===== config.mk =====
export PLATFORM = sky130hd
export DESIGN_NAME = mtc_tx_ctrl
export DESIGN_NICKNAME = d
export VERILOG_FILES = /design/src/hdl/mtc_pkg.sv /design/src/hdl/mtc_backoff.sv /design/src/hdl/mtc_tx_ctrl.sv
export SDC_FILE = /design/constraint.sdc
export NUM_CORES = 1
export LEC_CHECK = 0
export ABC_CLOCK_PERIOD_IN_PS = 2100
export BUFFER_PORTS_ARGS = -buffer_cell sky130_fd_sc_hd__clkbuf_2
export CORE_UTILIZATION = 50
export DETAILED_ROUTE_END_ITERATION = 8
export GPL_TIMING_DRIVEN = 0
export HOLD_SLACK_MARGIN = 0.06
export PLACE_DENSITY = 0.85
export SYNTH_ARGS = -nofsm -noshare
export SYNTH_HDL_FRONTEND = slang
export SYNTH_SLANG_ARGS = --single-unit

===== constraint.sdc =====
create_clock -name pclk -period 2.1 [get_ports pclk]
set_input_delay 0.105 -clock pclk [delete_from_list [all_inputs] [get_ports pclk]]
set_output_delay 0.105 -clock pclk [all_outputs]
set_load 0.1 [all_outputs]

===== src/hdl/mtc_pkg.sv =====
// Function
// crc appended to each frame when crc-inhibit bit is 0, omitted when 1
// crc-inhibit stays effective in every loopback mode
// loop select field: 0 normal, 1 controller, 2 line codec, 3 external
// codec_loop_out high only for loop mode 2
// software clears loop_enable_n and programs loop field before loopback
// loop select bits are zero after reset
// remote disable on: multicast hash 62 stops, hash 63 restarts transmitter
// clearing remote_tx_disable re-enables a remotely stopped transmitter
// low priority backoff: range 2^min(3+n,10) slots for first three collisions
// transmit status cleared when the host starts the next transmission
// each status bit set only by its own event in the current transmission
// software reads status after each frame; undefined before the first
// tx ok flag only when no excess-retry abort and no underrun
// collided flag on any collision; collisions counted in collision_count
// abort and flag when attempts including the first reach 16
// carrier loss sets its flag and transmission continues
// fifo underrun sets its flag and aborts the frame
// heartbeat fail when no collision heartbeat within 6.4 us of gap
// collision after 51.2 us slot sets late flag, retried as normal
// loop_enable_n 0 means loopback enabled, 1 normal operation; codec_loop_out still follows loop mode 2 while it is 1
// writes to the three reserved config bits are ignored
// collision_count cleared at frame start, plus one per collision
package mtc_pkg;
  localparam int CLK_PERIOD_NS = 25;
  localparam int SLOT_TIME_NS = 51200;
  localparam int HB_WINDOW_NS = 6400;
  // slot is a least time, heartbeat window a longest time
  localparam int SLOT_CYCLES =
    (SLOT_TIME_NS + CLK_PERIOD_NS - 1) / CLK_PERIOD_NS;
  localparam int HB_CYCLES = HB_WINDOW_NS / CLK_PERIOD_NS;
  localparam int MAX_ATTEMPTS = 16;
  localparam int BACKOFF_LIMIT = 10;
  localparam int OFFSET_COLLS = 3;
  localparam logic [5:0] HASH_TX_OFF = 6'h3e;
  localparam logic [5:0] HASH_TX_ON = 6'h3f;
  // register word indices; byte address is four times the index
  localparam logic [7:0] IDX_TX_CMD = 8'h00;
  localparam logic [7:0] IDX_TX_STATUS = 8'h04;
  localparam logic [7:0] IDX_COLL_COUNT = 8'h05;
  localparam logic [7:0] IDX_TX_CONFIG = 8'h0d;
  localparam logic [7:0] IDX_DATA_CONFIG = 8'h0e;
  // transmit_config fields
  localparam int CFG_CRC_INH = 0;
  localparam int CFG_LOOP_LO = 1;
  localparam int CFG_LOOP_HI = 2;
  localparam int CFG_REMOTE_DIS = 3;
  localparam int CFG_LOW_PRI = 4;
  localparam int CFG_WIDTH = 5;
  localparam logic [4:0] CFG_RESET = 5'h00;
  // transmit_status fields
  localparam int TS_TX_OK = 0;
  localparam int TS_COLLIDED = 2;
  localparam int TS_EXCESS = 3;
  localparam int TS_CARRIER = 4;
  localparam int TS_UNDERRUN = 5;
  localparam int TS_HEARTBEAT = 6;
  localparam int TS_LATE = 7;
  localparam logic [7:0] STATUS_RESET = 8'h00;
  // data_config and command fields
  localparam int DCFG_LOOP_EN_N = 3;
  localparam logic LOOP_EN_N_RESET = 1'b1;
  localparam int CMD_START = 0;
  localparam int CMD_BUSY = 0;
  localparam int CMD_TX_EN = 1;
  localparam logic [15:0] LFSR_SEED = 16'hace1;

  typedef enum logic [1:0] {
    LOOP_NORMAL = 2'h0,
    LOOP_CONTROLLER = 2'h1,
    LOOP_CODEC = 2'h2,
    LOOP_EXTERNAL = 2'h3
  } mtc_loop_t;

  typedef enum logic [3:0] {
    S_IDLE = 4'h1,
    S_SEND = 4'h2,
    S_BACKOFF = 4'h4,
    S_GAP = 4'h8
  } mtc_state_t;
endpackage


===== src/hdl/mtc_backoff.sv =====
`timescale 1ns/100ps
module mtc_backoff #(
  parameter int SLOT_CYC = mtc_pkg::SLOT_CYCLES
) (
  input wire logic pclk,
  input wire logic presetn,
  input wire logic start,
  input wire logic [4:0] attempt,
  input wire logic low_pri,
  output logic done
);
  import mtc_pkg::*;

  localparam int TW = $clog2(SLOT_CYC + 1);

  if (SLOT_CYC < 2) begin : g_bad_slot
    $error("mtc_backoff: SLOT_CYC too small");
  end

  typedef struct packed {
    logic [15:0] lfsr;
    logic busy;
    logic [9:0] slots;
    logic [TW-1:0] tick;
    logic done;
  } mtc_bo_t;

  mtc_bo_t r;
  mtc_bo_t next_r;
  logic [3:0] expo;
  logic [9:0] mask;

  always_comb begin
    next_r = r;
    next_r.done = 1'b0;
    next_r.lfsr = {r.lfsr[14:0],
                   r.lfsr[15] ^ r.lfsr[13] ^ r.lfsr[12] ^ r.lfsr[10]};
    // exponent of range
    if (low_pri && attempt <= 5'(OFFSET_COLLS)) begin
      expo = (attempt + 5'd3 > 5'(BACKOFF_LIMIT)) ? 4'(BACKOFF_LIMIT)
                                                   : 4'(attempt + 5'd3);
    end else begin
      expo = (attempt > 5'(BACKOFF_LIMIT)) ? 4'(BACKOFF_LIMIT)
                                            : attempt[3:0];
    end
    mask = 10'(~(11'h7ff << expo));
    if (start) begin
      next_r.busy = 1'b1;
      next_r.slots = r.lfsr[9:0] & mask;
      next_r.tick = '0;
    end else if (r.busy) begin
      if (r.slots == 10'h000) begin
        next_r.busy = 1'b0;
        next_r.done = 1'b1;
      end else if (r.tick == TW'(SLOT_CYC - 1)) begin
        next_r.tick = '0;
        next_r.slots = r.slots - 10'h001;
      end else begin
        next_r.tick = r.tick + 1'b1;
      end
    end
  end

  always_ff @(posedge pclk or negedge presetn) begin
    if (!presetn) begin
      r <= '{lfsr: LFSR_SEED, busy: 1'b0, slots: 10'h000,
             tick: '0, done: 1'b0};
    end else begin
      r <= next_r;
    end
  end

  assign done = r.done;

  chk_backoff_low_pri: assert property (
    @(posedge pclk) disable iff (!presetn)
    start && low_pri && attempt == 5'd1 |=> r.slots <= 10'h00f)
    else $error("low priority backoff range wrong");

  chk_backoff_std: assert property (
    @(posedge pclk) disable iff (!presetn)
    start && !low_pri && attempt == 5'd1 |=> r.slots <= 10'h001)
    else $error("standard backoff range wrong");
endmodule // mtc_backoff


===== src/hdl/mtc_tx_ctrl.sv =====
// The APB interface to the registers was decided locally.
`timescale 1ns/100ps
module mtc_tx_ctrl #(
  parameter int ADDR_W = 12,
  parameter int SLOT_CYC = mtc_pkg::SLOT_CYCLES,
  parameter int HB_CYC = mtc_pkg::HB_CYCLES
) (
  input wire logic pclk,
  input wire logic presetn,
  input wire logic psel,
  input wire logic penable,
  input wire logic pwrite,
  input wire logic [ADDR_W-1:0] paddr,
  input wire logic [31:0] pwdata,
  output logic [31:0] prdata,
  output logic pready,
  output logic pslverr,
  output logic tx_go,
  output logic tx_abort,
  output logic crc_append,
  output logic [1:0] loop_mode,
  output logic loop_active,
  output logic codec_loop_out,
  output logic tx_enabled,
  input wire logic frame_end,
  input wire logic coll_in,
  input wire logic carrier_in,
  input wire logic fifo_empty,
  input wire logic mcast_hit,
  input wire logic [5:0] mcast_hash
);
  import mtc_pkg::*;

  localparam int AW = ADDR_W - 2;
  localparam int TW = $clog2(SLOT_CYC + 1);

  if (ADDR_W < 10 || ADDR_W > 32) begin : g_bad_addr
    $error("mtc_tx_ctrl: ADDR_W out of range");
  end
  if (HB_CYC < 1 || HB_CYC >= SLOT_CYC) begin : g_bad_time
    $error("mtc_tx_ctrl: HB_CYC must be below SLOT_CYC");
  end

  typedef struct packed {
    mtc_state_t state;
    logic [CFG_WIDTH-1:0] cfg;
    logic loop_en_n;
    logic codec_loop;
    logic tx_off;
    logic pend;
    logic [7:0] status;
    logic [4:0] colls;
    logic [TW-1:0] timer;
    logic coll_d;
    logic abort;
    logic [31:0] rdata;
  } mtc_ctrl_t;

  mtc_ctrl_t r;
  mtc_ctrl_t next_r;
  logic [AW-1:0] word;
  logic hit;
  logic wr;
  logic rd_setup;
  logic coll_ev;
  logic late;
  logic bo_start;
  logic bo_done;
  logic [4:0] colls_inc;

  assign word = paddr[ADDR_W-1:2];
  assign hit = word == AW'(IDX_TX_CMD) || word == AW'(IDX_TX_STATUS)
            || word == AW'(IDX_COLL_COUNT) || word == AW'(IDX_TX_CONFIG)
            || word == AW'(IDX_DATA_CONFIG);
  // zero wait state slave
  assign pready = 1'b1;
  assign pslverr = psel && penable && !hit;
  assign wr = psel && penable && pwrite && hit;
  assign rd_setup = psel && !penable && !pwrite;
  assign coll_ev = coll_in && !r.coll_d;
  assign late = r.timer >= TW'(SLOT_CYC);
  assign colls_inc = r.colls + 5'd1;

  mtc_backoff #(
    .SLOT_CYC(SLOT_CYC)
  ) u_backoff (
    .pclk(pclk),
    .presetn(presetn),
    .start(bo_start),
    .attempt(colls_inc),
    .low_pri(r.cfg[CFG_LOW_PRI]),
    .done(bo_done)
  );

  always_comb begin
    next_r = r;
    next_r.abort = 1'b0;
    next_r.coll_d = coll_in;
    bo_start = 1'b0;

    // only the five defined bits are stored
    if (wr && word == AW'(IDX_TX_CONFIG)) begin
      next_r.cfg = pwdata[CFG_WIDTH-1:0];
    end
    // loopback enable is active low
    if (wr && word == AW'(IDX_DATA_CONFIG)) begin
      next_r.loop_en_n = pwdata[DCFG_LOOP_EN_N];
    end

    // codec loop only in mode 2
    next_r.codec_loop =
      next_r.cfg[CFG_LOOP_HI:CFG_LOOP_LO] == LOOP_CODEC;

    // clearing remote disable restarts the transmitter
    if (!next_r.cfg[CFG_REMOTE_DIS]) begin
      next_r.tx_off = 1'b0;
    // multicast hash 62 stops, 63 restarts
    end else if (mcast_hit && mcast_hash == HASH_TX_OFF) begin
      next_r.tx_off = 1'b1;
    end else if (mcast_hit && mcast_hash == HASH_TX_ON) begin
      next_r.tx_off = 1'b0;
    end

    unique case (r.state)
      S_IDLE: begin
        // a start while remotely disabled waits for re-enable
        if (r.pend && !r.tx_off) begin
          next_r.pend = 1'b0;
          // status cleared at host start
          next_r.status = STATUS_RESET;
          // count restarts with the frame
          next_r.colls = 5'd0;
          next_r.timer = '0;
          next_r.state = S_SEND;
        end
      end
      S_SEND: begin
        // each flag only from its own event
        if (!late) begin
          next_r.timer = r.timer + 1'b1;
        end
        // carrier loss flagged, frame goes on
        if (!carrier_in) begin
          next_r.status[TS_CARRIER] = 1'b1;
        end
        if (fifo_empty) begin
          // underrun aborts the frame
          next_r.status[TS_UNDERRUN] = 1'b1;
          next_r.abort = 1'b1;
          next_r.timer = '0;
          next_r.state = S_GAP;
        end else if (coll_ev) begin
          // collided flag and count
          next_r.status[TS_COLLIDED] = 1'b1;
          next_r.colls = colls_inc;
          // late collision flagged, retried as usual
          if (late) begin
            next_r.status[TS_LATE] = 1'b1;
          end
          // sixteenth attempt collided
          if (colls_inc == 5'(MAX_ATTEMPTS)) begin
            next_r.status[TS_EXCESS] = 1'b1;
            next_r.abort = 1'b1;
            next_r.state = S_IDLE;
          end else begin
            bo_start = 1'b1;
            next_r.state = S_BACKOFF;
          end
        end else if (frame_end) begin
          // reached only without abort or underrun
          next_r.status[TS_TX_OK] = 1'b1;
          next_r.timer = '0;
          next_r.state = S_GAP;
        end
      end
      S_BACKOFF: begin
        if (bo_done) begin
          next_r.timer = '0;
          next_r.state = S_SEND;
        end
      end
      S_GAP: begin
        next_r.timer = r.timer + 1'b1;
        // heartbeat must start inside the window
        if (coll_in) begin
          next_r.state = S_IDLE;
        end else if (r.timer == TW'(HB_CYC - 1)) begin
          next_r.status[TS_HEARTBEAT] = 1'b1;
          next_r.state = S_IDLE;
        end
      end
    endcase

    // a start landing on the launch edge stays pending
    if (wr && word == AW'(IDX_TX_CMD) && pwdata[CMD_START]) begin
      next_r.pend = 1'b1;
    end

    if (rd_setup) begin
      next_r.rdata = 32'h0000_0000;
      if (word == AW'(IDX_TX_CMD)) begin
        next_r.rdata[CMD_BUSY] = r.state != S_IDLE || r.pend;
        next_r.rdata[CMD_TX_EN] = !r.tx_off;
      end else if (word == AW'(IDX_TX_STATUS)) begin
        next_r.rdata[7:0] = r.status;
      end else if (word == AW'(IDX_COLL_COUNT)) begin
        next_r.rdata[4:0] = r.colls;
      end else if (word == AW'(IDX_DATA_CONFIG)) begin
        next_r.rdata[DCFG_LOOP_EN_N] = r.loop_en_n;
      end
    end
  end

  always_ff @(posedge pclk or negedge presetn) begin
    if (!presetn) begin
      // loop select starts at normal operation
      r <= '{state: S_IDLE, cfg: CFG_RESET, loop_en_n: LOOP_EN_N_RESET,
             codec_loop: 1'b0, tx_off: 1'b0, pend: 1'b0,
             status: STATUS_RESET, colls: 5'd0, timer: '0,
             coll_d: 1'b0, abort: 1'b0, rdata: 32'h0000_0000};
    end else begin
      r <= next_r;
    end
  end

  assign prdata = r.rdata;
  assign tx_go = r.state == S_SEND;
  assign tx_abort = r.abort;
  // crc control independent of loop mode
  assign crc_append = !r.cfg[CFG_CRC_INH];
  // loop field passed to the datapath
  assign loop_mode = r.cfg[CFG_LOOP_HI:CFG_LOOP_LO];
  // loop_active needs both a nonzero loop field and loop_enable_n low
  assign loop_active = loop_mode != LOOP_NORMAL && !r.loop_en_n;
  assign codec_loop_out = r.codec_loop;
  assign tx_enabled = !r.tx_off;

  chk_crc_write: assert property (
    @(posedge pclk) disable iff (!presetn)
    wr && word == AW'(IDX_TX_CONFIG)
    |=> crc_append == !$past(pwdata[CFG_CRC_INH]))
    else $error("crc append does not follow config");

  chk_codec_loop: assert property (
    @(posedge pclk) disable iff (!presetn)
    codec_loop_out == (loop_mode == LOOP_CODEC))
    else $error("codec loop output wrong for mode");

  chk_loop_reserved: assert property (
    @(posedge pclk) disable iff (!presetn)
    wr && word == AW'(IDX_TX_CONFIG) && pwdata[7:5] != 3'h0
    |=> r.cfg == $past(pwdata[4:0]))
    else $error("reserved config bits had effect");

  chk_remote_off: assert property (
    @(posedge pclk) disable iff (!presetn)
    r.cfg[CFG_REMOTE_DIS] && mcast_hit && mcast_hash == HASH_TX_OFF
    && !(wr && word == AW'(IDX_TX_CONFIG)) |=> !tx_enabled)
    else $error("hash 62 did not disable transmitter");

  chk_remote_clear: assert property (
    @(posedge pclk) disable iff (!presetn)
    wr && word == AW'(IDX_TX_CONFIG) && !pwdata[CFG_REMOTE_DIS]
    |=> tx_enabled)
    else $error("clearing remote disable left tx off");

  chk_status_clear: assert property (
    @(posedge pclk) disable iff (!presetn)
    r.state == S_IDLE && r.pend && !r.tx_off
    |=> r.status == STATUS_RESET && r.colls == 5'd0 && tx_go)
    else $error("status not cleared at start");

  chk_tx_ok_clean: assert property (
    @(posedge pclk) disable iff (!presetn)
    $rose(r.status[TS_TX_OK])
    |-> !r.status[TS_EXCESS] && !r.status[TS_UNDERRUN])
    else $error("tx ok set with abort or underrun");

  chk_coll_count: assert property (
    @(posedge pclk) disable iff (!presetn)
    tx_go && coll_ev && !fifo_empty
    |=> r.colls == $past(r.colls) + 5'd1 && r.status[TS_COLLIDED])
    else $error("collision not counted");

  chk_excess_abort: assert property (
    @(posedge pclk) disable iff (!presetn)
    tx_go && coll_ev && !fifo_empty && r.colls == 5'd15
    |=> r.status[TS_EXCESS] && tx_abort && r.state == S_IDLE)
    else $error("no abort at sixteenth attempt");

  chk_carrier_lost: assert property (
    @(posedge pclk) disable iff (!presetn)
    tx_go && !carrier_in && !fifo_empty && !coll_ev && !frame_end
    |=> r.status[TS_CARRIER] && tx_go && !tx_abort)
    else $error("carrier loss mishandled");

  chk_underrun: assert property (
    @(posedge pclk) disable iff (!presetn)
    tx_go && fifo_empty
    |=> r.status[TS_UNDERRUN] && tx_abort && !tx_go)
    else $error("underrun did not abort");

  chk_heartbeat: assert property (
    @(posedge pclk) disable iff (!presetn)
    r.state == S_GAP && r.timer == TW'(HB_CYC - 1) && !coll_in
    |=> r.status[TS_HEARTBEAT] && r.state == S_IDLE)
    else $error("heartbeat failure not flagged");

  chk_late_coll: assert property (
    @(posedge pclk) disable iff (!presetn)
    tx_go && coll_ev && !fifo_empty && late && r.colls < 5'd15
    |=> r.status[TS_LATE] && r.state == S_BACKOFF)
    else $error("late collision mishandled");

  chk_status_hold: assert property (
    @(posedge pclk) disable iff (!presetn)
    r.state == S_IDLE && !(r.pend && !r.tx_off) |=> $stable(r.status))
    else $error("status changed outside a transmission");

  chk_tx_ok_frame: assert property (
    @(posedge pclk) disable iff (!presetn)
    tx_go && frame_end && !fifo_empty && !coll_ev
    |=> r.status[TS_TX_OK] && r.state == S_GAP)
    else $error("clean frame end not flagged");

  chk_abort_pulse: assert property (
    @(posedge pclk) disable iff (!presetn)
    tx_abort |=> !tx_abort)
    else $error("abort pulse longer than one cycle");

  chk_retry_resume: assert property (
    @(posedge pclk) disable iff (!presetn)
    r.state == S_BACKOFF && bo_done |=> tx_go && r.timer == '0)
    else $error("frame not resent after backoff");
endmodule // mtc_tx_ctrl


# Yosys cells after proc, flatten, opt, wreduce, memory -nomap -nowiden
# Cells that the tools add are included.
word_totals:
  ff_bits: 87
  in_bits: 60
  output_inout_bits: 42
op_classes:
  addsub: 5
  order_cmp: 4
  n_eq_ne: 31
  n_shift: 1
  muxes: 67
  bitwise: 5
  n_reduce_logical: 49
op_table:
  columns: ["op", "n"]
  rows:
  - ["2-to-1 mux 12 bit", 6]
  - ["case mux 12 bit (4 select lines)", 1]
  - ["2-to-1 mux 4 bit", 11]
  - ["2-to-1 mux 1 bit", 29]
  - ["2-to-1 mux 26 bit", 1]
  - ["adder 12 x 1 -> 12 bit (second input constant)", 2]
  - ["2-to-1 mux 24 bit", 1]
  - ["2-to-1 mux 23 bit", 1]
  - ["2-to-1 mux 22 bit", 1]
  - ["== test 10 x 3 -> 1 bit (second input constant)", 2]
  - ["== test 10 x 4 -> 1 bit (second input constant)", 2]
  - ["zero test 10 bit", 2]
  - ["logical AND 1 bit", 16]
  - ["case mux 4 bit (4 select lines)", 1]
  - ["AND reduction 5 bit", 3]
  - ["!= test 2 bit (second input constant)", 7]
  - ["nonzero test 2 bit", 7]
  - ["== test 12 x 11 -> 1 bit (second input constant)", 1]
  - ["== test 12 x 8 -> 1 bit (second input constant)", 1]
  - ["== test 6 bit (second input constant)", 2]
  - ["greater-or-equal comparator 12 bit (second input constant)", 1]
  - ["2-to-1 mux 6 bit", 2]
  - ["!= test 2 x 1 -> 1 bit (second input constant)", 6]
  - ["case mux 6 bit (2 select lines)", 1]
  - ["29 further kinds", 55]

# Logic depth before layout (Yosys ltp)
depth:
  word_depth: 10
  mapped_depth: 9

# Hierarchy
# A second synthesis with hierarchy kept.
hier_totals:
  hier_cells: 510
  area_unflattened_um2: 4890.9
modules_own_cells:
  columns: ["mod", "n_inst", "cells_each", "area_each_um2"]
  rows:
  - ["mtc_tx_ctrl", 1, 306, 2820.2]
  - ["mtc_backoff", 1, 204, 2070.7]

# Worst setup path after synthesis
# OpenSTA, ideal clock, no wires.
synth_path:
  path_type: "register to register"
  startpoint: "register r[47] (netlist name)"
  endpoint: "register u_backoff.r[19] (netlist name)"
  setup_time_ns: 0.128
  arrival_ns: 2.033
  t_required_ns: 1.972
  setup_slack_ns: -0.061
  path_stages_with_launch: 10
  path_buffers: 2
  period_less_slack_ns: 2.161
  path_cell_list: "dfrtp_1 -> ha_1 -> buf_2 -> and2_1 -> clkbuf_1 -> o21ai_0 -> o21bai_1 -> a221o_1 -> a31oi_1 -> o22ai_1"
synth_between:
  elab_chain_cells: 9
synth_lines:
  columns: ["element", "line", "rtl"]
  rows:
  - ["from (decl)", "mtc_tx_ctrl.sv:59", "mtc_ctrl_t r;"]
  - ["from (signal assigned)", "mtc_tx_ctrl.sv:217", "r <= '{state: S_IDLE, cfg: CFG_RESET, loop_en_n: LOOP_EN_N_RESET,"]
  - ["from (signal assigned)", "mtc_tx_ctrl.sv:222", "r <= next_r;"]
  - ["adder 5 x 1 -> 5 bit (*)", "mtc_tx_ctrl.sv:82", "assign colls_inc = r.colls + 5'd1;"]
  - ["adder 5 x 2 -> 5 bit", "mtc_backoff.sv:40", "expo = (attempt + 5'd3 > 5'(BACKOFF_LIMIT)) ? 4'(BACKOFF_LIMIT)"]
  - ["greater-than comparator 5 x 4 -> 1 bit", "mtc_backoff.sv:40", null]
  - ["2-to-1 mux 4 bit", "mtc_backoff.sv:40", null]
  - ["2-to-1 mux 4 bit", "mtc_backoff.sv:39", "if (low_pri && attempt <= 5'(OFFSET_COLLS)) begin"]
  - ["left shift 11 x 4 -> 10 bit", "mtc_backoff.sv:46", "mask = 10'(~(11'h7ff << expo));"]
  - ["inverter 10 bit", "mtc_backoff.sv:46", null]
  - ["AND 10 bit", "mtc_backoff.sv:49", "next_r.slots = r.lfsr[9:0] & mask;"]
  - ["2-to-1 mux 23 bit", "mtc_backoff.sv:47", "if (start) begin"]
  - ["to (signal assigned)", "mtc_backoff.sv:66", "r <= '{lfsr: LFSR_SEED, busy: 1'b0, slots: 10'h000,"]
  - ["to (signal assigned)", "mtc_backoff.sv:69", "r <= next_r;"]
  - ["to (decl)", "mtc_backoff.sv:28", "mtc_bo_t r;"]
# Mark *: on every way between the ends. The rest lies on a longest branch, timed or not.
# A chain may end at the register's enable or synchronous reset.

# Worst setup path after layout
layout_path:
  startpoint: "register r[71] (netlist name)"
  endpoint: "register r[39] (netlist name)"
layout_between:
  elab_chain_cells: 3
layout_lines:
  columns: ["element", "line", "rtl"]
  rows:
  - ["== test 4 x 3 -> 1 bit / == test 4 x 1 -> 1 bit (equally long branches)", "mtc_tx_ctrl.sv:124", "unique case (r.state)"]
  - ["!= test 2 x 1 -> 1 bit (no line) / != test 2 bit (equally long branches)", null, null]
  - ["AND reduction 2 bit (no line)", null, null]
# Parallel ways exist; a longest one is shown, timed or not.

==> impl_metrics.toml <==
[sta]
min_period_over_period = 1.09
rsz0062_at_grt = "yes"
period_needed_ns = 2.29
skew_ns = 0.0123
hold_viol_final = 0
max-slew-margin-rel = 0.525
fmax_mhz = 437
slew_violations = 0
finalSetupViolCount = 29
tightest_slew_ns = 0.710
setup_tns_ns = -3.02
postLayoutSetupSlackWorst_ns = -0.187

[worst_setup_path]
regToRegEndpoint = "r[39]"
slowest_stage = "or4b_4"
path_cells = "or4b_4, buf_4, a211oi_4, a21oi_4, buf_6, o41ai_2"
endpoint_kind = "register"
crit_buf_inv = 2
start_kind = "register"
crit_family = "compound AO/OA/AOI/OAI gates"
r2r-start = "r[71]"
rr_worst_depth = 6
worstPathMaxFanout = 5
r2r_slack_ns = -0.19
cp_data_arrival_time_ns = 2.56
worstSetupPathType = "register to register"
crit_required_ns = 2.37
slowest_delay_ns = 0.59

[final_layout]
multi_input_area_um2 = 2450
drive_gt1_frac = 0.350
mostFrequentLayoutCells = "74 x dfrtp_1, 66 x buf_4, 51 x nand2_1, 46 x nor2_1, 44 x clkbuf_2"
register_area_um2 = 2190
stdcell_area_um2 = 6120
num-fill-cells = 639
layout_commonest_cell = "dfrtp_1"
n_antenna_cell = 0
fin_nets = 691
area_delta_synth_final_pct = 29.3

[route]
postRouteAntennaNets = 0
routed_wl_um = 12000
wl_per_cell_um = 16.2
viasPerCell = 5.78
via_count = 4275
drtPass1Iterations = 5
first_iter_violations = 371
drc_errors = 0

[synth]
synth_top_area_cell = "dfrtp_1"
post_synth.cell_area_avg_um2 = 9.47
yosys-top-cells-area = "dfrtp_1 41%, buf_4 5.7%, dfstp_2 5.5%"
syn_area_um2 = 4730
yosysWarnings = 0
synth-edff-count = 0
synthArstFlopShare = 1.00
synth_seq_area_share = 0.462
synthFlopType = "dfrtp_1"
synth_top_area_frac = 0.407
syn_inst = 500
ys_seq_elements = 87
synth_cell_types = 65

[floorplanning]
die_h_um = 99.3
fp.coreArea_um2 = 9200
die_area_um2 = 9860
ios = 102
initial_core_util = 0.515
rows = 35
die_w_um = 99.3

[cts]
clkSinkCount = 87
cts-root-buf = "clkbuf_8"
path_clk_slew_ns = 0.09
cts_buffers = 9
clk_latency_ns = 0.37
htree_levels = 3
cts_tree = "done"
cts.path.max_buffers = 2

[power]
vdd_drop_max_mv = 1.03
cellPowerDensity_nw_per_um2 = 1110
power.leakage_nw = 2.84

[global_route]
grt_pass1_vias = 3966
grt_antenna_before_repair = 0
grt_max_degree = 49
grt_usage = 0.232
grt_pass1_wl_um = 18400
overflow = 0

[status]
status = "finished with violations"
violations = "setup timing"

[place]
dpl.hpwl_um = 7010
place_congestion = 0.822
port-buffer-count = 46
pre_cts_ws_ns = -0.302
placed_area_um2 = 5220

[flow_run]
maxCapViolCount = 0

[min_path]
hold_start = "pwrite"
worst_hold_path_type = "input port to register"
min_to = "prdata[2]"
holdPathStages = 3
[state kept, by name, indices dropped and copies added (netlist names)]
name	cells
codec_loop_out	1
loop_mode	2
prdata	8
r	35
tx_abort	1
u_backoff.done	1
u_backoff.next_r	15
u_backoff.r	24
[logic make-up after synthesis]
kind of cell    Yosys count  synth area share
simple gates            193             0.207
compound gates          109             0.157
flops                    87             0.462
buf+inv                  67            0.0832
xor+xnor                 20            0.0370
mux                      15            0.0338
fa+ha+maj                 7            0.0185
other cells               2           0.00159
[worst min-delay path, stage by stage]
cell and delay (ns):
clkbuf_2 0.11, or3b_2 0.12, o31ai_1 0.06
[cells in the mapped netlist (9+ instances only)]
| library cell | n |
|---|---|
| nand4_1 | 13 |
| nor3_1 | 9 |
| nor2_1 | 49 |
| a31oi_1 | 11 |
| a21oi_1 | 18 |
| buf_4 | 36 |
| o31ai_1 | 10 |
| nand2_1 | 56 |
| inv_1 | 16 |
| o21ai_0 | 32 |
| nand3_1 | 19 |
| dfstp_2 | 10 |
| clkbuf_1 | 9 |
| xor2_1 | 12 |
| dfrtp_1 | 77 |
[layer usage]
| metal | share of wire | track usage | vias to the layer above |
|---|---|---|---|
| met1 | 0.41 | 0.309 | 2050 |
| met2 | 0.50 | 0.385 | 206 |
| met4 | 0.030 | 0.0747 | 0 |
| met3 | 0.057 | 0.0443 | 44 |
| met5 | 0 | 0 | - |
| li1 | - | - | 1975 |
[repair_timing]
| action | 4_1_cts | 5_1_grt |
|---|---|---|
| setup buffers | 15 | 19 |
| resized for setup | 25 | 63 |
| setup endpoints to repair | 37 | 38 |
| cloned | 2 | 2 |
| pin swaps | 10 | 24 |
| endpoints found under the hold margin | 43 | 0 |
| hold buffers | 8 | 0 |
[metrics by stage]
step	hold WS, ns	instances	util	power (mW)
floorplan	-0.191	523	-	4.05
global placement	0.258	680	0.565	4.45
detailed placement	0.167	681	0.568	4.54
CTS	0.0692	721	0.626	6.16
global route	0.0939	740	0.665	7.14
finish	0.0817	740	0.665	6.81
[where the power goes]
| part | total (mW) | internal (mW) | leakage, nW | switching, mW |
|---|---|---|---|---|
| clock network | 1.40 | 0.794 | 0.114 | 0.606 |
| registers | 2.31 | 1.99 | 1.11 | 0.314 |
| logic | 3.10 | 1.20 | 1.61 | 1.90 |
[worst max-delay path by stage]
stage / start / end / cells past startpoint
floorplan: r[71] / u_backoff.r[12] / 7
global placement: r[71] / u_backoff.r[8] / 6
detailed placement: r[71] / u_backoff.r[4] / 6
CTS: r[68] / u_backoff.r[10] / 8
global route: r[71] / r[43] / 7
finish: r[71] / r[39] / 6
[layout make-up]
class                      count  share of cell area
clock inverter                 5              0.0174
clock buffer                  11              0.0215
timing repair buffer          92               0.110
tap                          111              0.0227
multi-input combinational    369               0.401
sequential                    87               0.358
buffer                        49              0.0595
inverter                      16             0.00981
(Power assumes the default switching activity.)
